File: config.mk
export PLATFORM = sky130hd
export DESIGN_NAME = isa_dma_bus_control
export DESIGN_NICKNAME = d
export VERILOG_FILES = /design/src/rtl/dma_ctrl.v /design/src/rtl/isa_dma_bus_control.v
export VERILOG_INCLUDE_DIRS = /design/src /design/src/rtl
export SDC_FILE = /design/constraint.sdc
export NUM_CORES = 1
export LEC_CHECK = 0
export BUFFER_PORTS_ARGS = -buffer_cell sky130_fd_sc_hd__clkbuf_2
export CORE_ASPECT_RATIO = 2
export CORE_MARGIN = 4
export CORE_UTILIZATION = 25
export DETAILED_ROUTE_END_ITERATION = 7
export HOLD_SLACK_MARGIN = 0.15
export SYNTH_ARGS = -nofsm -noshare
export SYNTH_HDL_FRONTEND = slang
export SYNTH_HIERARCHICAL = 1
export SYNTH_SLANG_ARGS = --single-unit
export TNS_END_PERCENT = 5
File: constraint.sdc
create_clock -name clk_i -period 6.05 [get_ports clk_i]
set_input_delay 1.21 -clock clk_i [delete_from_list [all_inputs] [get_ports clk_i]]
set_output_delay 1.21 -clock clk_i [all_outputs]
set_load 0.02 [all_outputs]
File: src/rtl/isa_dma_defs.vh
// register map, field positions and timing counts for the isa dma block
`ifndef ISA_DMA_DEFS_VH
`define ISA_DMA_DEFS_VH

// apb byte offsets
`define REG_CTRL      12'h000
`define REG_STAT      12'h004
`define REG_NCH_BASE  12'h040
`define REG_WCH_BASE  12'h080
`define REG_PAGE_BASE 12'h100
`define REG_PAGE_END  12'h13C

// control register fields
`define CTRL_NREQ_POL 0
`define CTRL_NACK_POL 1
`define CTRL_WREQ_POL 2
`define CTRL_WACK_POL 3
`define CTRL_DLY_LSB  4
`define CTRL_DLY_MSB  6
`define CTRL_SA_EN    7
`define CTRL_RST      8'h10

// channel register fields
`define FLD_ADDR 2'h0
`define FLD_CNT  2'h1
`define FLD_MODE 2'h2
`define MODE_TOMEM 0
`define MODE_CASC  1
`define MODE_EN    2

// page ram
`define PAGE_WORDS 16
`define PAGE_REFRESH_LOC 4'h4

// command timing, in dma clocks
`define CMD_CYC      4'h3
`define WR_LEAD_CYC  4'h1

`endif

File: src/rtl/dma_ctrl.v
// four-channel dma controller core: arbitration, address and count
`timescale 1ns/1ps
`include "isa_dma_defs.vh"
module dma_ctrl (
	input  wire        clk_i,
	input  wire        resetn_i,
	input  wire [3:0]  req_i,
	output wire [3:0]  ack_o,
	output wire        hold_o,
	input  wire        hlda_i,
	input  wire        done_i,
	output wire        busy_o,
	output wire [1:0]  sel_o,
	output wire [15:0] addr_o,
	output wire        last_o,
	output wire        tomem_o,
	input  wire        wr_i,
	input  wire [1:0]  wr_ch_i,
	input  wire [1:0]  wr_fld_i,
	input  wire [15:0] wdata_i,
	input  wire [1:0]  rd_ch_i,
	output wire [15:0] rd_addr_o,
	output wire [15:0] rd_cnt_o,
	output wire [2:0]  rd_mode_o
);
	localparam S_IDLE  = 2'd0;
	localparam S_HOLD  = 2'd1;
	localparam S_GRANT = 2'd2;

	reg [15:0] cur_addr_r [0:3];
	reg [15:0] cur_cnt_r  [0:3];
	reg [2:0]  mode_r     [0:3];
	reg [1:0]  state_r;
	reg [1:0]  sel_r;
	wire [3:0] act;
	wire       casc;
	integer    i;

	// fixed priority, lowest channel first
	function [1:0] pick;
		input [3:0] v;
		begin
			pick = v[0] ? 2'd0 : v[1] ? 2'd1 : v[2] ? 2'd2 : 2'd3;
		end
	endfunction

	genvar g;
	generate
		for (g = 0; g < 4; g = g + 1) begin : en
			assign act[g] = req_i[g] & mode_r[g][`MODE_EN];
		end
	endgenerate

	assign casc      = mode_r[sel_r][`MODE_CASC];
	assign hold_o    = (state_r != S_IDLE);
	assign ack_o     = (state_r == S_GRANT) ? (4'b0001 << sel_r) : 4'b0000;
	assign busy_o    = (state_r == S_GRANT) & ~casc;
	assign sel_o     = sel_r;
	assign addr_o    = cur_addr_r[sel_r];
	assign last_o    = (cur_cnt_r[sel_r] == 16'h0000);
	assign tomem_o   = mode_r[sel_r][`MODE_TOMEM];
	assign rd_addr_o = cur_addr_r[rd_ch_i];
	assign rd_cnt_o  = cur_cnt_r[rd_ch_i];
	assign rd_mode_o = mode_r[rd_ch_i];

	// channel registers; only the 16-bit counter moves, the page never does
	always @(posedge clk_i or negedge resetn_i) begin
		if (!resetn_i) begin
			for (i = 0; i < 4; i = i + 1) begin
				cur_addr_r[i] <= 16'h0000;
				cur_cnt_r[i]  <= 16'h0000;
				mode_r[i]     <= 3'h0;
			end
		end else begin
			for (i = 0; i < 4; i = i + 1) begin
				if (wr_i && wr_ch_i == i[1:0]) begin
					if (wr_fld_i == `FLD_ADDR)
						cur_addr_r[i] <= wdata_i;
					if (wr_fld_i == `FLD_CNT)
						cur_cnt_r[i] <= wdata_i;
					if (wr_fld_i == `FLD_MODE)
						mode_r[i] <= wdata_i[2:0];
				end else if (done_i && sel_r == i[1:0]) begin
					cur_addr_r[i] <= cur_addr_r[i] + 16'h0001;
					cur_cnt_r[i]  <= cur_cnt_r[i] - 16'h0001;
					if (cur_cnt_r[i] == 16'h0000)
						mode_r[i][`MODE_EN] <= 1'b0; // block done, channel masks itself
				end
			end
		end
	end

	// hold/hlda handshake and grant; one transfer per grant
	always @(posedge clk_i or negedge resetn_i) begin
		if (!resetn_i) begin
			state_r <= S_IDLE;
			sel_r   <= 2'd0;
		end else begin
			case (state_r)
				S_IDLE: begin
					if (|act) begin
						sel_r   <= pick(act);
						state_r <= S_HOLD;
					end
				end
				S_HOLD: begin
					if (!act[sel_r])
						state_r <= S_IDLE;
					else if (hlda_i)
						state_r <= S_GRANT;
				end
				S_GRANT: begin
					if (casc ? !req_i[sel_r] : done_i)
						state_r <= S_IDLE;
				end
				default: state_r <= S_IDLE;
			endcase
		end
	end
endmodule

File: src/rtl/isa_dma_bus_control.v
// isa command direction control with cascaded narrow/wide fly-by dma
`timescale 1ns/1ps
`include "isa_dma_defs.vh"
//
// Contract
// - aen high only during own dma cycles
// - external master ownership forces aen low
// - memory strobes driven only in dma/refresh
// - system strobes copy memory strobes below 1m
// - refresh makes system read copy read
// - io strobes driven only during dma
// - requests input; acks and tc always driven
// - wide increment advances two bytes
// - channels 0-3 byte, 5-7 word
// - counter wraps inside 64k/128k window
// - wide registers decode every other port
// - request/ack polarity programmable per controller
// - narrow hold cascades into wide channel zero
// - cascade ack until request drops, no drive
// - sixteen-entry page ram, bit0 ignored wide
// - upper bits from page of active channel
// - fly-by: ior+memw write, memr+iow read
// - write: ior one clock before memw
// - read: memr delayed by programmable count
// - link strobe hands a10-a16 to companion
// - device drives sa0-7, a8-9, a17-23
module isa_dma_bus_control (
	input  wire        clk_i,
	input  wire        resetn_i,
	input  wire        psel_i,
	input  wire        penable_i,
	input  wire        pwrite_i,
	input  wire [11:0] paddr_i,
	input  wire [31:0] pwdata_i,
	output reg  [31:0] prdata_o,
	output wire        pready_o,
	output wire        pslverr_o,
	input  wire [7:0]  dreq_i,
	output wire [7:0]  dack_o,
	output wire        tc_o,
	output wire        hold_o,
	input  wire        hlda_i,
	input  wire        master_n_i,
	input  wire        refresh_n_i,
	input  wire        refresh_memr_n_i,
	input  wire [3:0]  bus_a_hi_i,
	input  wire        memr_n_i,
	output wire        memr_n_o,
	output wire        memr_oe_n_o,
	input  wire        memw_n_i,
	output wire        memw_n_o,
	output wire        memw_oe_n_o,
	input  wire        ior_n_i,
	output wire        ior_n_o,
	output wire        ior_oe_n_o,
	input  wire        iow_n_i,
	output wire        iow_n_o,
	output wire        iow_oe_n_o,
	output wire        smemr_n_o,
	output wire        smemw_n_o,
	output wire        aen_o,
	output wire [7:0]  sa_o,
	output wire [1:0]  a89_o,
	output wire [6:0]  a_hi_o,
	output wire        addr_oe_n_o,
	output wire [2:0]  sa1719_o,
	output wire        sa1719_oe_n_o,
	output wire        link_output_strobe_o,
	output wire [7:0]  peripheral_data_bus_o,
	output wire        peripheral_data_bus_oe_n_o
);
	localparam S_IDLE  = 3'd0;
	localparam S_LINK  = 3'd1;
	localparam S_SETUP = 3'd2;
	localparam S_CMD   = 3'd3;
	localparam S_END   = 3'd4;
	localparam K_NONE  = 3'd0;
	localparam K_CTRL  = 3'd1;
	localparam K_STAT  = 3'd2;
	localparam K_NCH   = 3'd3;
	localparam K_WCH   = 3'd4;
	localparam K_PAGE  = 3'd5;

	reg [7:0]  ctrl_r;
	reg [7:0]  page_r [0:`PAGE_WORDS-1];
	reg [7:0]  tc_flag_r;
	reg [2:0]  state_r;
	reg [3:0]  cnt_r;
	reg [23:0] addr_r;
	reg [2:0]  ch_r;
	reg        tomem_r;
	reg        last_r;
	integer    i;

	wire [3:0]  n_req, w_req, n_ack, w_ack;
	wire        n_hold, n_busy, w_busy, n_last, w_last, n_tomem, w_tomem;
	wire [1:0]  n_sel, w_sel;
	wire [15:0] n_addr, w_addr, n_rd_addr, w_rd_addr, n_rd_cnt, w_rd_cnt;
	wire [2:0]  n_rd_mode, w_rd_mode;

	// register decode, shared by the read and write paths
	function [2:0] kind;
		input [11:0] a;
		begin
			if (a[1:0] != 2'b00)
				kind = K_NONE;
			else if (a == `REG_CTRL)
				kind = K_CTRL;
			else if (a == `REG_STAT)
				kind = K_STAT;
			else if (a >= `REG_NCH_BASE && a < `REG_WCH_BASE)
				kind = (a[3:2] != 2'b11) ? K_NCH : K_NONE;
			else if (a >= `REG_WCH_BASE && a < `REG_PAGE_BASE)
				kind = (!a[2] && a[4:3] != 2'b11) ? K_WCH : K_NONE;
			else if (a >= `REG_PAGE_BASE && a <= `REG_PAGE_END)
				kind = K_PAGE;
			else
				kind = K_NONE;
		end
	endfunction

	wire [2:0]  k      = kind(paddr_i);
	wire        wr_acc = psel_i & penable_i & pwrite_i;
	wire        rd_acc = psel_i & penable_i & ~pwrite_i;
	// narrow field at word stride, wide field at every other word
	wire [1:0]  n_ch   = paddr_i[5:4];
	wire [1:0]  n_fld  = paddr_i[3:2];
	wire [1:0]  w_ch   = paddr_i[6:5];
	wire [1:0]  w_fld  = paddr_i[4:3];
	wire [3:0]  pg_idx = paddr_i[5:2];

	// zero-wait slave; bad offsets answer with an error
	assign pready_o  = psel_i & penable_i;
	assign pslverr_o = psel_i & penable_i & (k == K_NONE);

	// read data registered in the setup phase, stable through access
	always @(posedge clk_i or negedge resetn_i) begin
		if (!resetn_i) begin
			prdata_o <= 32'h0000_0000;
		end else if (psel_i && !penable_i && !pwrite_i) begin
			case (k)
				K_CTRL:  prdata_o <= {24'h00_0000, ctrl_r};
				K_STAT:  prdata_o <= {14'h0000, w_busy | n_busy, hold_o,
					w_ack[3:1], w_ack[0], n_ack, tc_flag_r};
				K_NCH: begin
					if (n_fld == `FLD_MODE)
						prdata_o <= {29'h0000_0000, n_rd_mode};
					else
						prdata_o <= {16'h0000, n_fld[0] ? n_rd_cnt : n_rd_addr};
				end
				K_WCH: begin
					if (w_fld == `FLD_MODE)
						prdata_o <= {29'h0000_0000, w_rd_mode};
					else
						prdata_o <= {16'h0000, w_fld[0] ? w_rd_cnt : w_rd_addr};
				end
				K_PAGE:  prdata_o <= {24'h00_0000, page_r[pg_idx]};
				default: prdata_o <= 32'h0000_0000;
			endcase
		end
	end

	// control register and page ram write port
	always @(posedge clk_i or negedge resetn_i) begin
		if (!resetn_i) begin
			ctrl_r <= `CTRL_RST;
			for (i = 0; i < `PAGE_WORDS; i = i + 1)
				page_r[i] <= 8'h00;
		end else if (wr_acc) begin
			if (k == K_CTRL)
				ctrl_r <= pwdata_i[7:0];
			if (k == K_PAGE)
				page_r[pg_idx] <= pwdata_i[7:0];
		end
	end

	// pin polarity per controller; compatible setting is all zeros
	assign n_req = dreq_i[3:0] ^ {4{ctrl_r[`CTRL_NREQ_POL]}};
	assign w_req = {dreq_i[7:5] ^ {3{ctrl_r[`CTRL_WREQ_POL]}}, n_hold};
	assign dack_o[3:0] = ~n_ack ^ {4{ctrl_r[`CTRL_NACK_POL]}};
	assign dack_o[7:5] = ~w_ack[3:1] ^ {3{ctrl_r[`CTRL_WACK_POL]}};
	// channel four is internal, its pin parks inactive
	assign dack_o[4]   = ~ctrl_r[`CTRL_WACK_POL];

	// byte controller: channels 0-3, hold goes to wide channel zero
	dma_ctrl u_narrow (
		.clk_i     (clk_i),
		.resetn_i  (resetn_i),
		.req_i     (n_req),
		.ack_o     (n_ack),
		.hold_o    (n_hold),
		.hlda_i    (w_ack[0]),
		.done_i    (state_r == S_END && !ch_r[2]),
		.busy_o    (n_busy),
		.sel_o     (n_sel),
		.addr_o    (n_addr),
		.last_o    (n_last),
		.tomem_o   (n_tomem),
		.wr_i      (wr_acc && k == K_NCH),
		.wr_ch_i   (n_ch),
		.wr_fld_i  (n_fld),
		.wdata_i   (pwdata_i[15:0]),
		.rd_ch_i   (n_ch),
		.rd_addr_o (n_rd_addr),
		.rd_cnt_o  (n_rd_cnt),
		.rd_mode_o (n_rd_mode)
	);

	// word controller: channels 4-7, owns the external hold pair
	dma_ctrl u_wide (
		.clk_i     (clk_i),
		.resetn_i  (resetn_i),
		.req_i     (w_req),
		.ack_o     (w_ack),
		.hold_o    (hold_o),
		.hlda_i    (hlda_i),
		.done_i    (state_r == S_END && ch_r[2]),
		.busy_o    (w_busy),
		.sel_o     (w_sel),
		.addr_o    (w_addr),
		.last_o    (w_last),
		.tomem_o   (w_tomem),
		.wr_i      (wr_acc && k == K_WCH),
		.wr_ch_i   (w_ch),
		.wr_fld_i  (w_fld),
		.wdata_i   (pwdata_i[15:0]),
		.rd_ch_i   (w_ch),
		.rd_addr_o (w_rd_addr),
		.rd_cnt_o  (w_rd_cnt),
		.rd_mode_o (w_rd_mode)
	);

	// the narrow side only runs while the wide cascade grants it
	wire        use_n = n_busy;
	wire [2:0]  sel_ch = use_n ? {1'b0, n_sel} : {1'b1, w_sel};
	wire [7:0]  page = page_r[{1'b0, sel_ch}];
	// byte: direct map; word: shifted, a0 forced low, page bit0 dropped
	wire [23:0] sys_addr = use_n ? {page, n_addr}
		: {page[7:1], w_addr, 1'b0};
	// write leads by one clock; read waits the programmed delay
	wire [3:0]  dly = tomem_r ? `WR_LEAD_CYC
		: {1'b0, ctrl_r[`CTRL_DLY_MSB:`CTRL_DLY_LSB]};
	wire [3:0]  cmd_end = dly + `CMD_CYC - 4'h1;

	// transfer sequencer: link strobe, address setup, command, release
	always @(posedge clk_i or negedge resetn_i) begin
		if (!resetn_i) begin
			state_r <= S_IDLE;
			cnt_r   <= 4'h0;
			addr_r  <= 24'h00_0000;
			ch_r    <= 3'd0;
			tomem_r <= 1'b0;
			last_r  <= 1'b0;
		end else begin
			case (state_r)
				S_IDLE: begin
					if (n_busy | w_busy) begin
						addr_r  <= sys_addr;
						ch_r    <= sel_ch;
						tomem_r <= use_n ? n_tomem : w_tomem;
						last_r  <= use_n ? n_last : w_last;
						state_r <= S_LINK;
					end
				end
				S_LINK:  state_r <= S_SETUP;
				S_SETUP: begin
					cnt_r   <= 4'h0;
					state_r <= S_CMD;
				end
				S_CMD: begin
					cnt_r <= cnt_r + 4'h1;
					if (cnt_r >= cmd_end)
						state_r <= S_END;
				end
				S_END:   state_r <= S_IDLE;
				default: state_r <= S_IDLE;
			endcase
		end
	end

	// sticky completion flags; a status read clears only the bits it returned,
	// so a flag set between setup and access is not lost; a new set wins
	always @(posedge clk_i or negedge resetn_i) begin
		if (!resetn_i)
			tc_flag_r <= 8'h00;
		else
			tc_flag_r <= (tc_flag_r & ~((rd_acc && k == K_STAT) ? prdata_o[7:0] : 8'h00))
				| ((state_r == S_END && last_r) ? (8'h01 << ch_r) : 8'h00);
	end

	wire dma  = (state_r != S_IDLE); // own cycle, cascade excluded
	wire cmd  = (state_r == S_CMD);
	wire ior_a  = cmd & tomem_r;
	wire memw_a = cmd & tomem_r & (cnt_r >= `WR_LEAD_CYC);
	wire iow_a  = cmd & ~tomem_r;
	wire memr_a = cmd & ~tomem_r & (cnt_r >= dly);

	assign aen_o = dma & master_n_i;
	assign tc_o  = cmd & last_r;

	// command pins: driven in own dma, read strobe also in refresh
	assign memr_n_o    = dma ? ~memr_a : refresh_memr_n_i;
	assign memr_oe_n_o = ~(dma | ~refresh_n_i);
	assign memw_n_o    = ~memw_a;
	assign memw_oe_n_o = ~dma;
	assign ior_n_o     = ~ior_a;
	assign ior_oe_n_o  = ~dma;
	assign iow_n_o     = ~iow_a;
	assign iow_oe_n_o  = ~dma;

	// below-1m strobes follow the wire level, whoever drives it
	wire memr_lvl = memr_oe_n_o ? memr_n_i : memr_n_o;
	wire memw_lvl = memw_oe_n_o ? memw_n_i : memw_n_o;
	wire [3:0] hi = dma ? addr_r[23:20] : bus_a_hi_i;
	wire below_1m = (hi == 4'h0);
	assign smemr_n_o = (below_1m | ~refresh_n_i) ? memr_lvl : 1'b1;
	assign smemw_n_o = below_1m ? memw_lvl : 1'b1;

	// address pins; a10-a16 leave through the link strobe instead
	assign sa_o        = addr_r[7:0];
	assign a89_o       = addr_r[9:8];
	assign a_hi_o      = addr_r[23:17];
	assign addr_oe_n_o = ~dma;
	assign sa1719_o    = addr_r[19:17];
	assign sa1719_oe_n_o = ~(dma & ctrl_r[`CTRL_SA_EN]);
	assign link_output_strobe_o = (state_r == S_LINK);
	assign peripheral_data_bus_o = {1'b0, addr_r[16:10]};
	// held through setup so the companion latch has hold time
	assign peripheral_data_bus_oe_n_o = ~(state_r == S_LINK || state_r == S_SETUP);
endmodule

==> reports/results.txt <==
first-pass GRT wire length: 188000 um
PwrDens: 250 nW/um^2
hold path startpoint: prdata_o[16]$_DFFE_PN0P_
grt ovf: 0
drt total wl: 130000 um
ys async rst share: 1.00
Setup TNS: 0 ns
hpwl dp: 94600 um
final-report hold violation count: 0
number of global-route vias before repair: 27551
Synth Instances: 3176
CP Launch Point: paddr_i[10]
port buffer count: 121
GRT Resource Usage Total: 0.191
largest cells by area after synthesis: dfrtp_1 39%, mux4_2 11%, mux2_2 5.3%
worst path required time: 6.54 ns
Flop pwr share: 0.414
via count: 28345
Cells after DPL: 4800
largest net degree at the start of global routing: 163
CP endpoint kind: register
Least-Margin Pin Slew: 1.07 ns
Top FF cell, synth: dfrtp_1
Maximum Capacitance Violations: 0
layout cell share with drive strength beyond 1: 0.207
Distinct cells, synth: 98
initial antenna violation count: 10
power share of the clock group: 0.391
Crit path largest cell delay: 0.84 ns
Area after DPL: 33400 sq um
final setup violation count: 0
Die ar.: 130000 sq um
sw power: 2.89 mW
Syn Area/Cell: 9.76 sq um
Post-synth EDFFs: 0
Final #Nets: 3286
core area: 123000 sq um
die width: 257 um
GP Congestion: 0.998
Max Buffers Root-to-Sink: 3
arrival time worst endpoint: 5.20 ns
clk sinks: 486
dpl ws: 0.924 ns
crit path max fanout: 33
via density per instance: 5.80
Total Power: 8.79 mW
Synth area leader: dfrtp_1
Crit-path slowest cell: o31ai_1
sequential fraction of the synthesis area: 0.392
Mapped Area: 31000 sq um
fmax: 212 MHz
Antenna Nets Post-Route: 0
Reg clk slew, reported paths: 0.07 ns
PostCTS Resize Cnt: 0
CTS Hold Bufs: 0
RSZ-0062 raised after global routing: no
initial core utilization: 0.252
Layout Skew: 0.0459 ns
Syn-to-layout area delta: 13.3%
IO Count: 156
reg-to-reg startpoint: u_narrow/mode_r[1]$_DFFE_PN0P_
initial drt markers: 2609
Avg WL per Cell: 26.6 um
Combinational Power Share: 0.195
status: finished, final reports clean
min Tclk post-route: 4.71 ns
drt drc: 0
internal power: 5.90 mW
Yosys warning total: 6
Sw Share: 0.329
Slew Limit Fails: 0
Yosys top cell area share: 0.391
Design Area, Final: 35100 sq um
non-filler cells, final: 4884
crit path kind: in -> reg
number of synthesized register bits: 486
Root Driver: clkbuf_16
H-Tree Level Count: 2
final core utilization: 0.285
Cell Chain, Critical Path: clkbuf_2 -> nor4b_2 -> nand2_2 -> nand3_1 -> nor3b_1 -> buf_4 -> or3b_2 -> nand2_1 -> o31ai_1 -> o21ai_0
Setup Buffers After CTS: 0
Synth top cells by count: 485 x dfrtp_1, 288 x nand2_1, 258 x a21oi_1
Clock Latency Late Sink: 0.65 ns
hold_ws: 0.479 ns
Pre-Repair DR Iteration Count: 6
CTS tree: built
Pleak: 14.0 nW
Die Ht: 506 um
Period Utilization, post-route: 0.779
Setup WS post-layout: 1.34 ns
CTS buffer count: 45
Max IR drop VDD: 0.204 mV
top-count cell post-synth: dfrtp_1
number of placement rows: 182
max_slew headroom: 0.285
CP startpoint kind: input pin
type of the most critical hold path: reg -> reg
power groups by stage:
stage	Sequential, mW	Combinational (mW)	Clock (mW)
floorplan	3.63	1.00	0
global placement	3.68	1.69	0
detailed placement	3.69	1.71	0
CTS	3.63	1.72	3.47
global route	3.65	1.84	3.58
finish	3.64	1.71	3.44
placed cells by master (no fill, tap or decap), types with 61 or more instances in the layout:
master and count:
dfrtp_1 483, nand2_1 288, a21oi_1 258, nor2_1 239
o21ai_0 198, mux4_2 154, mux2_2 147, clkbuf_2 116
nand3_1 105, o22ai_1 96, buf_4 86, nor3_1 69
inv_1 61
registers in the layout, indices dropped and copies added, names as in the netlist:
signal	flops
last_r	1
u_wide/cur_addr_r	64
addr_r	24
u_narrow/state_r	2
u_wide/mode_r	12
tomem_r	1
u_narrow/cur_cnt_r	64
u_wide/sel_o	2
ctrl_r	8
u_narrow/cur_addr_r	64
tc_flag_r	8
u_wide/state_r	2
page_r	128
u_narrow/sel_o	2
u_narrow/mode_r	12
cnt_r	4
u_wide/cur_cnt_r	64
state_r	3
ch_r	3
prdata_o	18
layout make-up:
class / instances / area (sq um)
antenna: 1 / 2.50
clock buffer: 59 / 1240
clock inverter: 24 / 452
fill: 12811 / 88100
inverter: 63 / 236
multi-input combinational: 2386 / 17600
sequential: 486 / 12200
tap: 1656 / 2070
timing repair buffer: 209 / 1340
per-layer routing:
metal	wire (um)	vias to the layer above	track usage
li1	-	12182	-
met1	43500	14154	0.202
met2	63800	1513	0.333
met3	8910	488	0.0298
met4	13400	8	0.158
met5	46	-	0
kinds of logic after synthesis:
logic type | count (synthesis) | synth area share
AO/OA/AOI/OAI | 934 | 0.195
XOR/XNOR | 15 | 0.00424
adder cells (fa/ha/maj) | 26 | 0.0105
buffers and inverters | 318 | 0.0429
flip-flops | 486 | 0.392
multiplexers | 348 | 0.185
other | 1 | 0.000121
AND/OR/NAND/NOR | 1048 | 0.171
path summary, 6_finish.rpt:
check | to | slack (ns) | cells past startpoint
min in group asynchronous | u_wide/cur_addr_r[60]$_DFFE_PN0P_ | 0.49 | 1
min | prdata_o[16]$_DFFE_PN0P_ | 0.48 | 2
max reg2reg | addr_r[17]$_DFFE_PN0P_ | 2.47 | 6
max in group asynchronous | page_r[55]$_DFFE_PN0P_ | 4.20 | 2
min reg2reg | prdata_o[16]$_DFFE_PN0P_ | 0.48 | 2
max | u_wide/mode_r[11]$_DFFE_PN0P_ | 1.34 | 10
critical path, delay by kind of cell:
kind                   cells  cell delay (ns)
AOI/OAI and AO/OA          2             1.00
and+or+nand+nor            6             2.60
buffers and inverters      2             0.33
(Power assumes the default switching activity.)
